[src/common/rmw_pkg.sv]
// Constants, register map and types shared by the runaway monitor.
package rmw_pkg;

	// ****************************************************************
	// Register bus and offsets.
	// ****************************************************************
	localparam int REG_ADDR_W = 8;
	localparam logic [7:0] MODE_OFS = 8'h00;
	localparam logic [7:0] CMD_OFS = 8'h04;
	localparam logic [7:0] STAT_OFS = 8'h08;
	localparam logic [7:0] CLR_OFS = 8'h0C;
	localparam logic [7:0] IEN_OFS = 8'h10;
	localparam logic [7:0] STATE_OFS = 8'h14;
	localparam logic [7:0] COUNT_OFS = 8'h18;

	// ****************************************************************
	// Mode register fields and reset values.
	// ****************************************************************
	localparam int MODE_EN_BIT = 7;
	localparam int MODE_PER_MSB = 6;
	localparam int MODE_PER_LSB = 4;
	localparam int MODE_IDLE_BIT = 2;
	localparam int MODE_ACT_BIT = 1;
	localparam int MODE_RSV_BIT = 0;
	localparam logic MODE_EN_RST = 1'b1;
	localparam logic [2:0] MODE_PER_RST = 3'h0;
	localparam logic MODE_IDLE_RST = 1'b0;
	localparam logic MODE_ACT_RST = 1'b1;
	localparam logic MODE_RSV_RST = 1'b0;
	localparam logic [2:0] PER_MAX_LEGAL = 3'h5;

	// ****************************************************************
	// Command codes.
	// ****************************************************************
	localparam logic [7:0] CMD_DISABLE = 8'hB1;
	localparam logic [7:0] CMD_CLEAR = 8'h4E;

	// ****************************************************************
	// Event status bits.
	// ****************************************************************
	localparam int EV_W = 4;
	localparam int EV_NMI_BIT = 0;
	localparam int EV_RESET_BIT = 1;
	localparam int EV_BADCMD_BIT = 2;
	localparam int EV_BADPER_BIT = 3;
	localparam logic [EV_W-1:0] EV_RST = 4'h0;

	// ****************************************************************
	// Timing.
	// ****************************************************************
	localparam int PERIOD_EXP_BASE = 15;
	localparam int PERIOD_EXP_STEP = 2;
	localparam int PERIOD_EXP_SPAN = 10;
	localparam int RESET_STATES = 32;
	localparam int RESET_CNT_W = 6;

	typedef enum logic [1:0] {
		ST_RUN,
		ST_OFF,
		ST_SYSRST
	} rmw_state_type;

endpackage : rmw_pkg

[src/core/rmw_watchdog.sv]
// Runaway monitor watchdog with register port and interrupt logic.
//
// Decided for this implementation: the strobed register port.
`timescale 1ns/1ps
module rmw_watchdog
	import rmw_pkg::*;
#(
	parameter int PERIOD_BASE_EXP = PERIOD_EXP_BASE
)(
	input wire logic core_clk,
	input wire logic rst,
	input wire logic [REG_ADDR_W-1:0] regAddr,
	input wire logic [31:0] regWrData,
	input wire logic regWr,
	input wire logic regRd,
	output logic [31:0] regRdData,
	input wire logic idleMode,
	input wire logic debugMode,
	output logic runawayIrq,
	output logic nmiSource0Flag,
	output logic runawayAlertN,
	output logic ctrlResetOut,
	output logic clockSetupInit,
	output logic irqOut
);

	localparam int CNT_W = PERIOD_BASE_EXP + PERIOD_EXP_SPAN;

	// ****************************************************************
	// Address decode.
	// ****************************************************************
	function automatic logic isAt(
		input logic [REG_ADDR_W-1:0] a,
		input logic [REG_ADDR_W-1:0] ofs
	);
		isAt = (a == ofs);
	endfunction : isAt

	logic wrMode;
	logic wrCmd;
	logic wrClr;
	logic wrIen;

	assign wrMode = regWr && isAt(regAddr, MODE_OFS);
	assign wrCmd = regWr && isAt(regAddr, CMD_OFS);
	assign wrClr = regWr && isAt(regAddr, CLR_OFS);
	assign wrIen = regWr && isAt(regAddr, IEN_OFS);

	// ****************************************************************
	// Declarations.
	// ****************************************************************
	rmw_state_type state_r;
	rmw_state_type state_nxt;
	logic modeEn_r;
	logic [2:0] modePer_r;
	logic modeIdle_r;
	logic modeAct_r;
	logic modeRsv_r;
	logic [RESET_CNT_W-1:0] rstCnt_r;
	logic [EV_W-1:0] evStat_r;
	logic [EV_W-1:0] evStat_nxt;
	logic [EV_W-1:0] evEn_r;
	logic [EV_W-1:0] evEn_nxt;
	logic [EV_W-1:0] evSet;
	logic [EV_W-1:0] evClr;
	logic [31:0] rdMux;
	logic [CNT_W-1:0] count;
	logic overflow;
	logic cntRun;
	logic cntClear;
	logic cmdClear;
	logic cmdDisable;
	logic cmdBad;
	logic modeWrOk;
	logic perBad;
	logic nmiEvent;
	logic enterSysRst;
	logic [2:0] wrPer;

	// ****************************************************************
	// Command decode.
	// ****************************************************************
	assign cmdClear = wrCmd && (regWrData[7:0] == CMD_CLEAR);
	assign cmdDisable = wrCmd && (regWrData[7:0] == CMD_DISABLE)
		&& !modeEn_r;
	assign cmdBad = wrCmd && (regWrData[7:0] != CMD_CLEAR)
		&& (regWrData[7:0] != CMD_DISABLE);

	assign modeWrOk = wrMode && (state_r != ST_SYSRST);
	assign wrPer = regWrData[MODE_PER_MSB:MODE_PER_LSB];
	assign perBad = modeWrOk && (wrPer > PER_MAX_LEGAL);

	// ****************************************************************
	// Counter control.
	// ****************************************************************
	assign cntRun = (state_r == ST_RUN)
		&& !debugMode
		&& !(idleMode && !modeIdle_r);
	assign cntClear = cmdClear || (state_r != ST_RUN);

	rmw_counter #(
		.BASE_EXP(PERIOD_BASE_EXP),
		.CNT_W(CNT_W)
	) u_counter (
		.core_clk(core_clk),
		.rst(rst),
		.clear(cntClear),
		.run(cntRun),
		.periodSel(modePer_r),
		.overflow(overflow),
		.count(count)
	);

	assign nmiEvent = overflow && !modeAct_r;
	assign enterSysRst = overflow && modeAct_r;

	// ****************************************************************
	// State machine.
	// ****************************************************************
	always_comb begin
		state_nxt = state_r;
		unique case (state_r)
			ST_RUN: begin
				if (enterSysRst) begin
					state_nxt = ST_SYSRST;
				end else if (cmdDisable) begin
					state_nxt = ST_OFF;
				end
			end
			ST_OFF: begin
				if (wrMode && regWrData[MODE_EN_BIT]) begin
					state_nxt = ST_RUN;
				end
			end
			ST_SYSRST: begin
				if (rstCnt_r == RESET_CNT_W'(RESET_STATES - 1)) begin
					state_nxt = ST_RUN;
				end
			end
		endcase
	end

	always_ff @(posedge core_clk or posedge rst) begin
		if (rst) begin
			state_r <= ST_RUN;
		end else begin
			state_r <= state_nxt;
		end
	end

	always_ff @(posedge core_clk or posedge rst) begin
		if (rst) begin
			rstCnt_r <= '0;
		end else if (state_r == ST_SYSRST) begin
			rstCnt_r <= rstCnt_r + 1'b1;
		end else begin
			rstCnt_r <= '0;
		end
	end

	// ****************************************************************
	// Mode register.
	// ****************************************************************
	always_ff @(posedge core_clk or posedge rst) begin
		if (rst) begin
			modeEn_r <= MODE_EN_RST;
			modePer_r <= MODE_PER_RST;
			modeIdle_r <= MODE_IDLE_RST;
			modeAct_r <= MODE_ACT_RST;
			modeRsv_r <= MODE_RSV_RST;
		end else if (enterSysRst) begin
			modeEn_r <= MODE_EN_RST;
			modePer_r <= MODE_PER_RST;
			modeIdle_r <= MODE_IDLE_RST;
			modeAct_r <= MODE_ACT_RST;
			modeRsv_r <= MODE_RSV_RST;
		end else if (modeWrOk) begin
			modeEn_r <= regWrData[MODE_EN_BIT];
			if (!perBad) begin
				modePer_r <= wrPer;
			end
			modeIdle_r <= regWrData[MODE_IDLE_BIT];
			modeAct_r <= regWrData[MODE_ACT_BIT];
			modeRsv_r <= regWrData[MODE_RSV_BIT];
		end
	end

	// ****************************************************************
	// Reset request and clock setup outputs.
	// ****************************************************************
	always_ff @(posedge core_clk or posedge rst) begin
		if (rst) begin
			ctrlResetOut <= 1'b0;
		end else begin
			ctrlResetOut <= (state_nxt == ST_SYSRST);
		end
	end

	always_ff @(posedge core_clk or posedge rst) begin
		if (rst) begin
			clockSetupInit <= 1'b0;
		end else begin
			clockSetupInit <= enterSysRst;
		end
	end

	// ****************************************************************
	// NMI request and alert output.
	// ****************************************************************
	always_ff @(posedge core_clk or posedge rst) begin
		if (rst) begin
			runawayIrq <= 1'b0;
		end else begin
			runawayIrq <= nmiEvent;
		end
	end

	always_ff @(posedge core_clk or posedge rst) begin
		if (rst) begin
			runawayAlertN <= 1'b1;
		end else if (nmiEvent) begin
			runawayAlertN <= 1'b0;
		end else if (cmdClear || enterSysRst) begin
			runawayAlertN <= 1'b1;
		end
	end

	// ****************************************************************
	// Event status, enable and interrupt output.
	// ****************************************************************
	always_comb begin
		evSet = '0;
		evSet[EV_NMI_BIT] = nmiEvent;
		evSet[EV_RESET_BIT] = enterSysRst;
		evSet[EV_BADCMD_BIT] = cmdBad;
		evSet[EV_BADPER_BIT] = perBad;
	end

	assign evClr = wrClr ? regWrData[EV_W-1:0] : '0;
	assign evStat_nxt = (evStat_r & ~evClr) | evSet;
	assign evEn_nxt = wrIen ? regWrData[EV_W-1:0] : evEn_r;

	always_ff @(posedge core_clk or posedge rst) begin
		if (rst) begin
			evStat_r <= EV_RST;
		end else begin
			evStat_r <= evStat_nxt;
		end
	end

	always_ff @(posedge core_clk or posedge rst) begin
		if (rst) begin
			evEn_r <= EV_RST;
		end else begin
			evEn_r <= evEn_nxt;
		end
	end

	always_ff @(posedge core_clk or posedge rst) begin
		if (rst) begin
			nmiSource0Flag <= 1'b0;
		end else begin
			nmiSource0Flag <= evStat_nxt[EV_NMI_BIT];
		end
	end

	always_ff @(posedge core_clk or posedge rst) begin
		if (rst) begin
			irqOut <= 1'b0;
		end else begin
			irqOut <= |(evStat_nxt & evEn_nxt);
		end
	end

	// ****************************************************************
	// Read port.
	// ****************************************************************
	always_comb begin
		rdMux = '0;
		if (isAt(regAddr, MODE_OFS)) begin
			rdMux[MODE_EN_BIT] = modeEn_r;
			rdMux[MODE_PER_MSB:MODE_PER_LSB] = modePer_r;
			rdMux[MODE_IDLE_BIT] = modeIdle_r;
			rdMux[MODE_ACT_BIT] = modeAct_r;
			rdMux[MODE_RSV_BIT] = modeRsv_r;
		end else if (isAt(regAddr, STAT_OFS)) begin
			rdMux[EV_W-1:0] = evStat_r;
		end else if (isAt(regAddr, IEN_OFS)) begin
			rdMux[EV_W-1:0] = evEn_r;
		end else if (isAt(regAddr, STATE_OFS)) begin
			rdMux[0] = (state_r == ST_RUN);
			rdMux[1] = (state_r == ST_OFF);
			rdMux[2] = (state_r == ST_SYSRST);
			rdMux[3] = cntRun;
		end else if (isAt(regAddr, COUNT_OFS)) begin
			rdMux[CNT_W-1:0] = count;
		end
	end

	always_ff @(posedge core_clk or posedge rst) begin
		if (rst) begin
			regRdData <= '0;
		end else if (regRd) begin
			regRdData <= rdMux;
		end else begin
			regRdData <= '0;
		end
	end

endmodule : rmw_watchdog

[src/core/rmw_counter.sv]
// Binary overflow counter with selectable period.
`timescale 1ns/1ps
module rmw_counter
	import rmw_pkg::*;
#(
	parameter int BASE_EXP = PERIOD_EXP_BASE,
	parameter int CNT_W = BASE_EXP + PERIOD_EXP_SPAN
)(
	input wire logic core_clk,
	input wire logic rst,
	input wire logic clear,
	input wire logic run,
	input wire logic [2:0] periodSel,
	output logic overflow,
	output logic [CNT_W-1:0] count
);

	// ****************************************************************
	// Terminal count for a period code.
	// ****************************************************************
	function automatic logic [CNT_W-1:0] termOf(input logic [2:0] sel);
		int e;
		e = BASE_EXP + PERIOD_EXP_STEP * int'(sel);
		termOf = {CNT_W{1'b1}} >> (CNT_W - e);
	endfunction : termOf

	logic hitTerm;

	assign hitTerm = run && (count >= termOf(periodSel));
	assign overflow = hitTerm;

	// ****************************************************************
	// Counter.
	// ****************************************************************
	always_ff @(posedge core_clk or posedge rst) begin
		if (rst) begin
			count <= '0;
		end else if (clear || hitTerm) begin
			count <= '0;
		end else if (run) begin
			count <= count + 1'b1;
		end
	end

endmodule : rmw_counter

[config.mk]
export PLATFORM = sky130hd
export DESIGN_NAME = rmw_watchdog
export DESIGN_NICKNAME = d
export VERILOG_FILES = /design/src/common/rmw_pkg.sv /design/src/core/rmw_watchdog.sv /design/src/core/rmw_counter.sv
export SDC_FILE = /design/constraint.sdc
export NUM_CORES = 1
export LEC_CHECK = 0
export BUFFER_PORTS_ARGS = -buffer_cell sky130_fd_sc_hd__buf_4
export CAP_MARGIN = 20
export CELL_PAD_IN_SITES_DETAIL_PLACEMENT = 0
export CELL_PAD_IN_SITES_GLOBAL_PLACEMENT = 1
export CORE_ASPECT_RATIO = 2
export CORE_MARGIN = 10
export CORE_UTILIZATION = 39
export CTS_CLUSTER_DIAMETER = 200
export DETAILED_ROUTE_END_ITERATION = 7
export PLACE_DENSITY = 0.74
export RECOVER_POWER = 100
export SYNTH_ARGS = -nofsm -noshare
export SYNTH_HDL_FRONTEND = slang
export SYNTH_HIERARCHICAL = 1
export SYNTH_SLANG_ARGS = --single-unit
export TNS_END_PERCENT = 100
[constraint.sdc]
create_clock -name core_clk -period 3.2 [get_ports core_clk]
set_input_delay 0.8 -clock core_clk [delete_from_list [all_inputs] [get_ports core_clk]]
set_output_delay 0.8 -clock core_clk [all_outputs]
set_load 0.1 [all_outputs]
==> results of run 1 <==
-- layout make-up --
type                       count  share of cell area (%)
multi-input combinational    328                    45.1
sequential                    78                    34.5
timing repair buffer          90                    9.82
clock buffer                  11                    4.10
tap                          142                    3.13
inverter                      28                    1.85
clock inverter                 5                    1.48
-- metrics by stage --
| stage | TNS, ns | utilization [%] | instances | hold WS (ns) |
|---|---|---|---|---|
| 6_report | -0.0101 | 50.0 | 682 | 0.400 |
| 5_1_grt | -2.05 | 50.0 | 682 | 0.409 |
| 4_1_cts | 0 | 49.1 | 676 | 0.392 |
| 3_5_place_dp | -0.531 | 46.3 | 660 | 0.462 |
| 3_3_place_gp | -0.113 | 46.3 | 660 | 0.440 |
| 2_1_floorplan | 0 | - | 457 | 0.425 |
-- power breakdown --
part	switching, mW	internal, mW
Clock	0.407	0.686
Sequential	0.0562	1.02
Combinational	0.202	0.127
-- placed cells by master, fill, tap and decap left out, types with 8 or more instances in the layout --
master      n
buf_4      49
xnor2_1     9
nand2_1    35
a21oi_1    14
nor3_1      9
nand3_1     9
clkbuf_1   39
nor2_1     25
nor2b_1    12
and3_1     20
ha_1       26
inv_1      27
nand4_1    20
clkbuf_16   9
o21ai_0     8
nor3_2     21
xor2_1     17
dfrtp_1    74
-- sequential cells by signal (all words and copies together) (netlist names), 2 cells and up --
name,count
evEn_r,4
modePer_r,3
u_counter/count,25
rstCnt_r,6
regRdData,25
state_r,2
evStat_r,4
-- per-layer routing --
layer  global-route usage [%]  vias up
met2                     29.1       86
met4                     8.03        0
met5                        0        -
met3                     2.91       30
met1                     13.7     1841
li1                         -     1793
-- Yosys cell counts (all sizes together) (3+ instances only) --
master and number:
nand3 9, or4 3, xor2 17, o31ai 3, mux2i 4, o31a 5
dfstp 3, or2 4, buf 11, a22oi 4, xnor2 9, dfrtp 75
nor2 26, and4 5, o221ai 4, nand4 20, ha 33, nor3 31
o21ai 12, nor2b 13, a21oi 15, inv 28, and3 20, a31oi 5
nor4b 3, o22ai 3, nand2 36, nor4 7, clkbuf 12
-- worst max-delay path by stage --
stage	startpoint	end	depth (start not counted)
floorplan	modePer_r[1]	irqOut	14
global placement	modePer_r[2]	irqOut	12
detailed placement	modePer_r[1]	irqOut	13
CTS	modePer_r[2]	evStat_r[0]	12
global route	modePer_r[2]	u_counter/count[14]	11
finish	modePer_r[2]	state_r[0]	13
-- logic make-up after synthesis --
group | count (synthesis) | share of synthesized area (%)
compound gates | 71 | 12.0
xor+xnor | 26 | 5.02
fa+ha+maj | 33 | 9.10
buf+inv | 51 | 5.37
flops | 78 | 43.1
mux | 4 | 0.882
other cells | 1 | 0.0826
simple gates | 187 | 24.4
-- timing repair --
item	in CTS	in global routing
setup endpoints to repair	21	26
resized for setup	2	32
pin swaps	0	15
hold buffers	0	0
setup buffers	0	5
==> summary.txt, run 1 <==
Timing
  – Worst-Margin Slew: about 1.4 ns
  – RSZ-0062 raised after global routing: true
  – Final setup fails: 3
  – Max-slew violations: 0
  – Slew headroom: ~5.2%
  – Final hold vios: 0
  – Final Cycle Share: 100%
  – Slack of the critical path: -0.00921 ns
  – Post-layout min period: about 3.2 ns
  – Setup Skew: roughly 0.011 ns
  – FMAX: approximately 310 MHz

Routing
  – Vias per inst: 5.50
  – Routed wire length on met2: between 7000 and 8000 um
  – DR WL met3: about 440 um
  – Drt total wl: about 12000 um
  – Total iterations of the first detailed-routing run: 4
  – Via count: 3750
  – Residual DRC count: 0
  – Routed metal-1 wirelength: 4140 um
  – Routed Antenna Nets: 0
  – Max layer used: met4
  – Initial DRC count: roughly 150
  – Drt wl/cell: around 18 um

Synthesis
  – Top post-synthesis cells by area: dfrtp_1, ha_1, nor3_2
  – Seq/Total Area, Yosys: roughly 43%
  – Post-synth top area cell: dfrtp_1
  – Synth warn: 6
  – Unique masters post-synth: between 60 and 70
  – Mapped cell area: 4540 um^2
  – Most used flip-flop cell after synthesis: dfrtp_1
  – Post-synth EDFFs: 0
  – Synth top area share: between 40 and 50%
  – Cells after synthesis: 451
  – Seq cells post-synth: just under 80
  – Ys async rst share: 100%
  – Synth Area per Inst: roughly 10 um^2

Global route
  – Total grt overflow: 0
  – Global-route wire length before repair: between 15000 and 20000 um
  – Initial antenna violation count: 0
  – Vias in the first global route: ~4000
  – Gr usage total: about 15%
  – Largest net degree at the start of global routing: 26

Critical path
  – Worst R2R Start: modePer_r[2]
  – Crit start category: flip-flop
  – FF-to-FF End: state_r[0]
  – Delay-heaviest family, CP: compound AO/OA/AOI/OAI gates
  – R2R Setup Slk: -0.009 ns
  – Kind of critical path: reg2reg
  – Worst EP required: between 3 and 4 ns
  – Slowest CP cell: dfrtp_2
  – Crit. End Element: flip-flop
  – Critical path buffers and inverters: 1
  – Cell Chain, Critical Path: ha_4, nor3_4, o21ai_4, ha_4, nand4_1, nor4_4, a2111oi_4, o31a_1, a21oi_4, nand2_2, buf_12, o21ai_4, o22ai_2
  – R2R cell count: 13
  – Crit Path Max Fanout: 7
  – Delay of the slowest critical-path stage: around 0.47 ns
  – Critical Path AT: about 3.4 ns

Clock network
  – Clock-pin slew on the worst setup and hold paths: around 0.06 ns
  – Num CTS Buffers: 9
  – TritonCTS clock tree: yes
  – CTS root buffer: clkbuf_16
  – Clk_lat worst skew: around 0.34 ns
  – H-Tree Level Count: 3
  – Max clock buf depth: 2
  – Clk sink count: just under 80

Run status
  – Outcome: finished, violations left
  – Failing checks: setup timing

Layout
  – Area Overhead vs Synth: 24.9%
  – Fraction of layout cells with a size suffix above 1: 23.3%
  – Design Area, Final: 5670 um^2
  – Fill cells: roughly 1100
  – Sequential cell area: about 2000 um^2
  – Final net count: between 600 and 700
  – Antenna Cells: 0
  – Area of the multi-input gates: 2560 um^2

Power
  – Pwr Density: 441 nW/um^2
  – Total power: about 2.5 mW
  – Leak Pwr: between 2 and 3 nW
  – Maximum vdd drop: between 200 and 300 uV

Placed design
  – Hpwl dp: 9680 um
  – Post-Place Worst Slack: -0.130 ns
  – Dpl cell area: about 5300 um^2
  – # port buffers: 52
  – GP Congestion: 0.947

Floorplan
  – Row count: 55
  – Starting density of the core: about two fifths
  – I/O pins: 84
  – Core area: roughly 11000 um^2
  – Die area: approximately 17000 um^2
  – DIE HEIGHT: 173 um
  – Die width: about 96 um

Hold path
  – Min-Delay Path Class: in2async

Flow run
  – Max cap viols: 0
No activity file was read; power rests on OpenSTA's default activity.
==> inputs of run 2 (changes only) <==
- ABC_AREA: not set -> 1
- CORE_UTILIZATION: 39 -> 38
- HOLD_SLACK_MARGIN: not set -> 0.02
- PLACE_DENSITY: 0.74 -> 0.75
==> run 2 against run 1 <==
The flow now finishes without violations. Die area up 7.0%. Setup slack improved by 0.34 ns. Critical path depth up 7. Fmax rose by 12%. Count of clock-buffer cells in the layout up 1. Total power up 7.5%. Synthesized area increased by 5.6%. Synthesized cell count increased by 34%. Critical path type unchanged.
==> summary.txt, run 2 <==
Clock network
  – Clock-pin slew on the worst setup and hold paths: 0.06 ns (about the same)
  – Clk sink count: 78 (unchanged)
  – H-Tree Level Count: 3 (unchanged)
  – TritonCTS clock tree: yes
  – Max clock buf depth: 2 (unchanged)
  – Num CTS Buffers: 9 (unchanged)
  – CTS root buffer: clkbuf_16
  – Clk_lat worst skew: 0.34 ns (about the same)

Layout
  – Antenna Cells: 0 (unchanged)
  – Final net count: 757 (+23%)
  – Fraction of layout cells with a size suffix above 1: 14.2% (-9.1 points)
  – Area Overhead vs Synth: 16.2%
  – Largest registers: regRdData: 25 flops, u_counter/count: 25 flops, rstCnt_r: 6 flops
  – Design Area, Final: 5570 um^2 (-1.8%)
  – Commonest cells after routing, fill and taps aside: nand2_1, inv_1, dfrtp_1
  – Commonest non-fill, non-tap cell in the layout: nand2_1

Synthesis
  – Combinational family with the most area after synthesis: simple AND/OR/NAND/NOR gates
  – Cells after synthesis: 605 (+34%)
  – Mapped cell area: 4790 um^2 (+5.6%)
  – Simple-gate share of the synthesized area: 32.2% (+7.8 points)
  – Adder-cell share of the synthesized area: 8.61% (-0.48 points)
  – Post-synth EDFFs: 0 (unchanged)
  – Synth warn: 6 (unchanged)
  – Post-Synth XOR/XNOR Area: 3.65% (-1.4 points)
  – Top post-synthesis cells by area: dfrtp_1, nand2_1, ha_1
  – Top-count cell post-synth: nand2_1
  – Multiplexer share of the synthesized area: 0% (-0.88 points)
  – Most used flip-flop cell after synthesis: dfrtp_1
  – Unique masters post-synth: 39 (-36%)
  – Synth Area per Inst: 7.92 um^2 (-21%)
  – Synth top area share: 39.1% (-2.2 points)
  – Seq/Total Area, Yosys: 40.8% (-2.3 points)
  – Seq cells post-synth: 78 (unchanged)
  – Ys async rst share: 100% (unchanged)
  – Synth Area in Compound Gates: 4.70% (-7.3 points)
  – Top cells by count, synth: nand2_1, inv_1, dfrtp_1
  – Post-synth top area cell: dfrtp_1

Floorplan
  – Die width: 99.4 um (+3.3%)
  – Starting density of the core: 38.4% (-1.6 points)
  – DIE HEIGHT: 179 um (+3.6%)
  – I/O pins: 84 (unchanged)
  – Core area: 12500 um^2 (+9.9%)
  – Die area: 17800 um^2 (+7.0%)
  – Row count: 58 (+5.5%)

Critical path
  – Most used cell, CP: nand2_1
  – Critical path buffers and inverters: 4 (+3)
  – Slowest CP cell: dfrtp_2
  – Worst EP required: 3.48 ns (+0.09 ns)
  – R2R Setup Slk: 0.33 ns (+0.34 ns)
  – Kind of critical path: reg2reg
  – Crit start category: flip-flop
  – Crit Path Max Fanout: 6 (-1)
  – Delay of the slowest critical-path stage: 0.41 ns (-0.06 ns)
  – Cell Chain, Critical Path: inv_1, ha_1, nor3_4, nand2_1, ha_1, nand2_1, nor2_2, nand4_1, nor2_1, nand2_1, nand3_1, nand2_1, inv_1, nand2_2, buf_4, nand2_1, nand2_1, nand2_1, clkinv_1, nand2_1
  – Critical Path AT: 3.15 ns (-0.25 ns)
  – Crit. End Element: flip-flop
  – Delay-heaviest family, CP: simple AND/OR/NAND/NOR gates

Routing
  – Routed Antenna Nets: 0 (unchanged)
  – Initial DRC count: 138 (-6.8%)
  – Residual DRC count: 0 (unchanged)
  – Drt wl/cell: 15.1 um (-17%)
  – Total iterations of the first detailed-routing run: 4 (unchanged)
  – Vias per inst: 4.87 (-11%)
  – Drt total wl: 12600 um (+1.5%)
  – Via count: 4057 (+8.2%)

Global route
  – Global-route wire length before repair: 20700 um (+4.8%)
  – Gr usage total: 14.7% (-0.46 points)
  – Largest net degree at the start of global routing: 26 (unchanged)
  – Initial antenna violation count: 0 (unchanged)
  – Total grt overflow: 0 (unchanged)
  – Vias in the first global route: 4337 (+8.9%)

Timing
  – Worst-Margin Slew: 1.26 ns (-0.157 ns)
  – Setup Skew: 0.00929 ns (-0.00129 ns)
  – Final Cycle Share: 89.7% (-11 points)
  – Final hold vios: 0 (unchanged)
  – Final setup fails: 0 (-3)
  – Post-layout min period: 2.87 ns (-0.337 ns)
  – FMAX: 348 MHz (+12%)
  – Max-slew violations: 0 (unchanged)
  – Setup_tns: 0 ns (+0.0101 ns)
  – Slew headroom: 16.0% (+11 points)

Hold path
  – Min-Delay Path Class: reg2reg

Placed design
  – # port buffers: 52 (unchanged)
  – GP Congestion: 0.823 (-13%)
  – Dpl cell area: 5390 um^2 (+2.5%)
  – Hpwl dp: 10300 um (+6.7%)

Power
  – Total power: 2.69 mW (+7.5%)
  – Maximum vdd drop: 341 uV (+24%)
  – Leak Pwr: 2.80 nW (+4.2%)
  – Pwr Density: 483 nW/um^2 (+9.5%)

Run status
  – Outcome: finished, final reports clean

Flow run
  – Max cap viols: 0 (unchanged)
## run 2: worst paths after layout
kind,to,startpoint,cells past startpoint
worst max-delay path,irqOut,modePer_r[1],20
worst min-delay path,rstCnt_r[0],rstCnt_r[0],1
worst max register to register,irqOut,modePer_r[1],20
worst min register to register,rstCnt_r[0],rstCnt_r[0],1
max in group asynchronous,rstCnt_r[4],rst,3
min in group asynchronous,u_counter/count[24],rst,2
## run 2: logic make-up after synthesis
kind of cell    count (synthesis)
simple gates                  324
flops                          78
buf+inv                       108
xor+xnor                       20
other cells                     1
fa+ha+maj                      33
compound gates                 41
## run 2: layout make-up
class | count | area, um^2
Sequential cell | 78 | 1960
Inverter | 96 | 363
Multi-Input combinational cell | 425 | 2370
Clock buffer | 12 | 246
Tap cell | 150 | 188
Timing Repair Buffer | 68 | 379
Fill cell | 1320 | 6910
Clock inverter | 4 | 70.1
## run 2: stage by stage
stage          utilization (%)  setup slack (ns)  hold WS (ns)  std cells
2_1_floorplan                -             0.367         0.433        611
3_3_place_gp              43.2             0.132         0.449        815
3_5_place_dp              43.2            0.0618         0.464        815
4_1_cts                   45.7            0.0328         0.472        831
5_1_grt                   44.6          -0.00188         0.502        833
6_report                  44.6             0.328         0.472        833
## run 2: repair_timing
item                                    in CTS  in global routing
setup buffers                                0                  1
hold buffers                                 0                  0
resized for setup                            0                  7
endpoints found under the setup margin       0                 15
## run 2: routing by layer
layer | vias to the layer above | GRT usage, % | wire length [um]
li1 | 2035 | - | -
met1 | 1902 | 12.4 | 4170
met5 | - | 0 | 0
met3 | 32 | 3.16 | 532
met2 | 88 | 29.6 | 7300
met4 | 0 | 8.76 | 602
## run 2: power by group
group          switching, mW  internal (mW)  total (mW)
registers             0.0420           1.03        1.08
logic                  0.377          0.142       0.519
clock network          0.393          0.702        1.09
## run 2: worst register-to-register path, delay by kind of cell (launching register included)
| family | cells | cell delay, ns |
|---|---|---|
| adders and majority gates | 2 | 0.67 |
| DFF | 1 | 0.41 |
| and+or+nand+nor | 14 | 1.39 |
| buffers and inverters | 4 | 0.36 |
==> inputs of run 3 (changes only) <==
- CORE_MARGIN: 10 -> 4
- RECOVER_POWER: 100 -> not set
==> run 3 against run 2 <==
Sequential cell count unchanged. Final area is 3.6% higher. Utilization up 2.4 points. Critical endpoint unchanged. Largest power group unchanged.
==> summary.txt, run 3 (synthesis gave the netlist of run 2 again) <==
Routing
  – Drt total wl: 12000 um (-4.7%)
  – Initial DRC count: 117 (-15%)
  – Total iterations of the first detailed-routing run: 4 (unchanged)
  – Residual DRC count: 0 (unchanged)
  – Via count: 4032 (-0.62%)
  – Drt wl/cell: 14.5 um (-4.1%)
  – Vias per inst: 4.87 (about the same)
  – Routed Antenna Nets: 0 (unchanged)

Power
  – Sw power: 834 uW (+2.7%)
  – Clk pwr share: 40.3% (-0.4 points)
  – Seq pwr share: 39.5% (-0.5 points)
  – Pwr Density: 471 nW/um^2 (-2.4%)
  – Leak Pwr: 2.97 nW (+5.8%)
  – Pint: 1.89 mW (+0.40%)
  – Switching share of power: 30.7% (+0.48 points)
  – Maximum vdd drop: 363 uV (+6.7%)
  – Combinational Power Share: 20.2% (+0.9 points)
  – Total power: 2.72 mW (+1.1%)

Timing
  – Final setup fails: 0 (unchanged)
  – RSZ-0062 raised after global routing: true
  – Max-slew violations: 0 (unchanged)
  – Setup Skew: 0.00765 ns (-0.00164 ns)
  – Setup_tns: 0 ns (unchanged)
  – Final hold vios: 0 (unchanged)
  – Final hold slack: 0.455 ns (-0.0173 ns)
  – Post-layout min period: 2.98 ns (+0.105 ns)
  – Slack of the critical path: 0.223 ns (-0.105 ns)
  – Worst-Margin Slew: 0.885 ns (-0.380 ns)
  – Final Cycle Share: 93.0% (+3.3 points)
  – FMAX: 336 MHz (-3.5%)
  – Slew headroom: 40.9% (+25 points)

Floorplan
  – Row count: 57 (-1.7%)
  – Starting density of the core: 39.1% (+0.67 points)
  – Die area: 14600 um^2 (-18%)
  – I/O pins: 84 (unchanged)
  – Core area: 12300 um^2 (-1.7%)
  – DIE HEIGHT: 167 um (-6.7%)
  – Die width: 87.4 um (-12%)

Clock network
  – Clock-pin slew on the worst setup and hold paths: 0.06 ns (about the same)
  – H-Tree Level Count: 3 (unchanged)
  – Max clock buf depth: 2 (unchanged)
  – TritonCTS clock tree: yes
  – CTS root buffer: clkbuf_16
  – Num CTS Buffers: 9 (unchanged)
  – Clk_lat worst skew: 0.34 ns (about the same)
  – Clk sink count: 78 (unchanged)

Placed design
  – # port buffers: 52 (unchanged)
  – Post-Place Worst Slack: 0.0364 ns (-0.0254 ns)
  – Dpl cell area: 5380 um^2 (-0.12%)
  – Hpwl dp: 9860 um (-4.5%)
  – Placed Cells: 810 (-0.61%)
  – GP Congestion: 0.886 (+7.6%)

Critical path
  – Crit Path Max Fanout: 7 (+1)
  – FF-to-FF End: irqOut
  – Crit. End Element: flip-flop
  – R2R cell count: 20 (unchanged)
  – Kind of critical path: reg2reg
  – Worst R2R Start: modePer_r[1]
  – R2R Setup Slk: 0.22 ns (-0.10 ns)
  – Critical Path AT: 3.25 ns (+0.10 ns)
  – Worst EP required: 3.47 ns (about the same)
  – Crit start category: flip-flop

Hold path
  – Worst hold path endpoint: rstCnt_r[0]
  – Hold path cells: 1 (unchanged)
  – Hold path start: rstCnt_r[0]
  – Min-Delay Path Class: reg2reg

Layout
  – Final net count: 755 (-0.26%)
  – Util after Layout: 47.0% (+2.4 points)
  – Fraction of layout cells with a size suffix above 1: 20.9% (+6.6 points)
  – Largest registers: regRdData: 25 flops, u_counter/count: 25 flops, rstCnt_r: 6 flops
  – Sequential cell area: 1960 um^2 (unchanged)
  – Commonest non-fill, non-tap cell in the layout: nand2_1
  – Commonest cells after routing, fill and taps aside: nand2_1, inv_1, dfrtp_1
  – Layout Cells excl Fill: 828 (-0.60%)
  – Design Area, Final: 5770 um^2 (+3.6%)
  – Antenna Cells: 0 (unchanged)
  – Area Overhead vs Synth: 20.3%
  – Fill cells: 1239 (-6.1%)
  – Area of the multi-input gates: 2420 um^2 (+2.4%)

Global route
  – Global-route wire length before repair: 20000 um (-3.4%)
  – Total grt overflow: 0 (unchanged)
  – Initial antenna violation count: 0 (unchanged)
  – Largest net degree at the start of global routing: 42 (+62%)
  – Vias in the first global route: 4183 (-3.6%)
  – Gr usage total: 17.6% (+2.9 points)

Flow run
  – Max cap viols: 0 (unchanged)

Run status
  – Outcome: finished, final reports clean
[run 3: cell types whose count changed in the layout (fill, tap and decap cells not counted), moves of 4 or more]
| cell | previous run | this run |
|---|---|---|
| nor2_1 | 73 | 69 |
| nor2_4 | 7 | 11 |
| buf_4 | 31 | 64 |
| clkbuf_1 | 37 | 0 |
| nand2_1 | 146 | 142 |
[run 3: layout make-up]
type | instances | area share (%)
clock buffers | 9 | 3.90
flip-flops and latches | 78 | 33.9
repair buffers | 66 | 8.94
well taps | 147 | 3.19
multi-input cells | 425 | 42.0
inverters | 96 | 6.31
clock inverters | 7 | 1.71
[run 3: how the worst max path moves through the flow]
stage | startpoint | endpoint | slack [ns] | cells after the start
finish | modePer_r[1] | irqOut | 0.22 | 20
global route | modePer_r[1] | irqOut | -0.04 | 20
global placement | modePer_r[1] | irqOut | 0.13 | 20
floorplan | modePer_r[1] | modePer_r[1] | 0.37 | 16
detailed placement | modePer_r[1] | irqOut | 0.04 | 20
CTS | modePer_r[1] | irqOut | 0.002 | 20
[run 3: routing by layer]
layer / wire length, um / vias to the layer above / GRT usage, %
li1: - / 2023 / -
met1: 3960 / 1892 / 16.6
met2: 7010 / 86 / 34.1
met3: 444 / 31 / 2.67
met4: 600 / 0 / 9.69
met5: 0 / - / 0
[run 3: timing repair]
| item | 4_1_cts | 5_1_grt |
|---|---|---|
| gates resized for setup | 0 | 9 |
| setup buffers | 0 | 1 |
| hold buffers | 0 | 0 |
| setup endpoints to repair | 0 | 38 |
[run 3: worst max-delay path: stages, from the launching register on]
cell      delay, ns
dfrtp_2        0.42
inv_1          0.06
ha_1           0.34
nor3_4         0.24
a21oi_1        0.10
ha_1           0.36
nand2_1        0.08
nor2_1         0.15
nand4_1        0.13
nor2_1         0.13
nand2_1        0.07
nand3_1        0.09
nand2_1        0.08
inv_1          0.09
nand2_2        0.11
buf_4          0.17
nand2_1        0.07
nand2_1        0.05
nand2_1        0.06
clkinv_1       0.06
nand2_1        0.06
[run 3: power by group through the flow]
stage	Combinational, mW	Clock [mW]	Sequential [mW]
global route	0.606	1.17	1.08
detailed placement	0.554	0	1.09
global placement	0.542	0	1.09
floorplan	0.330	0	1.13
CTS	0.555	1.12	1.07
finish	0.548	1.10	1.07
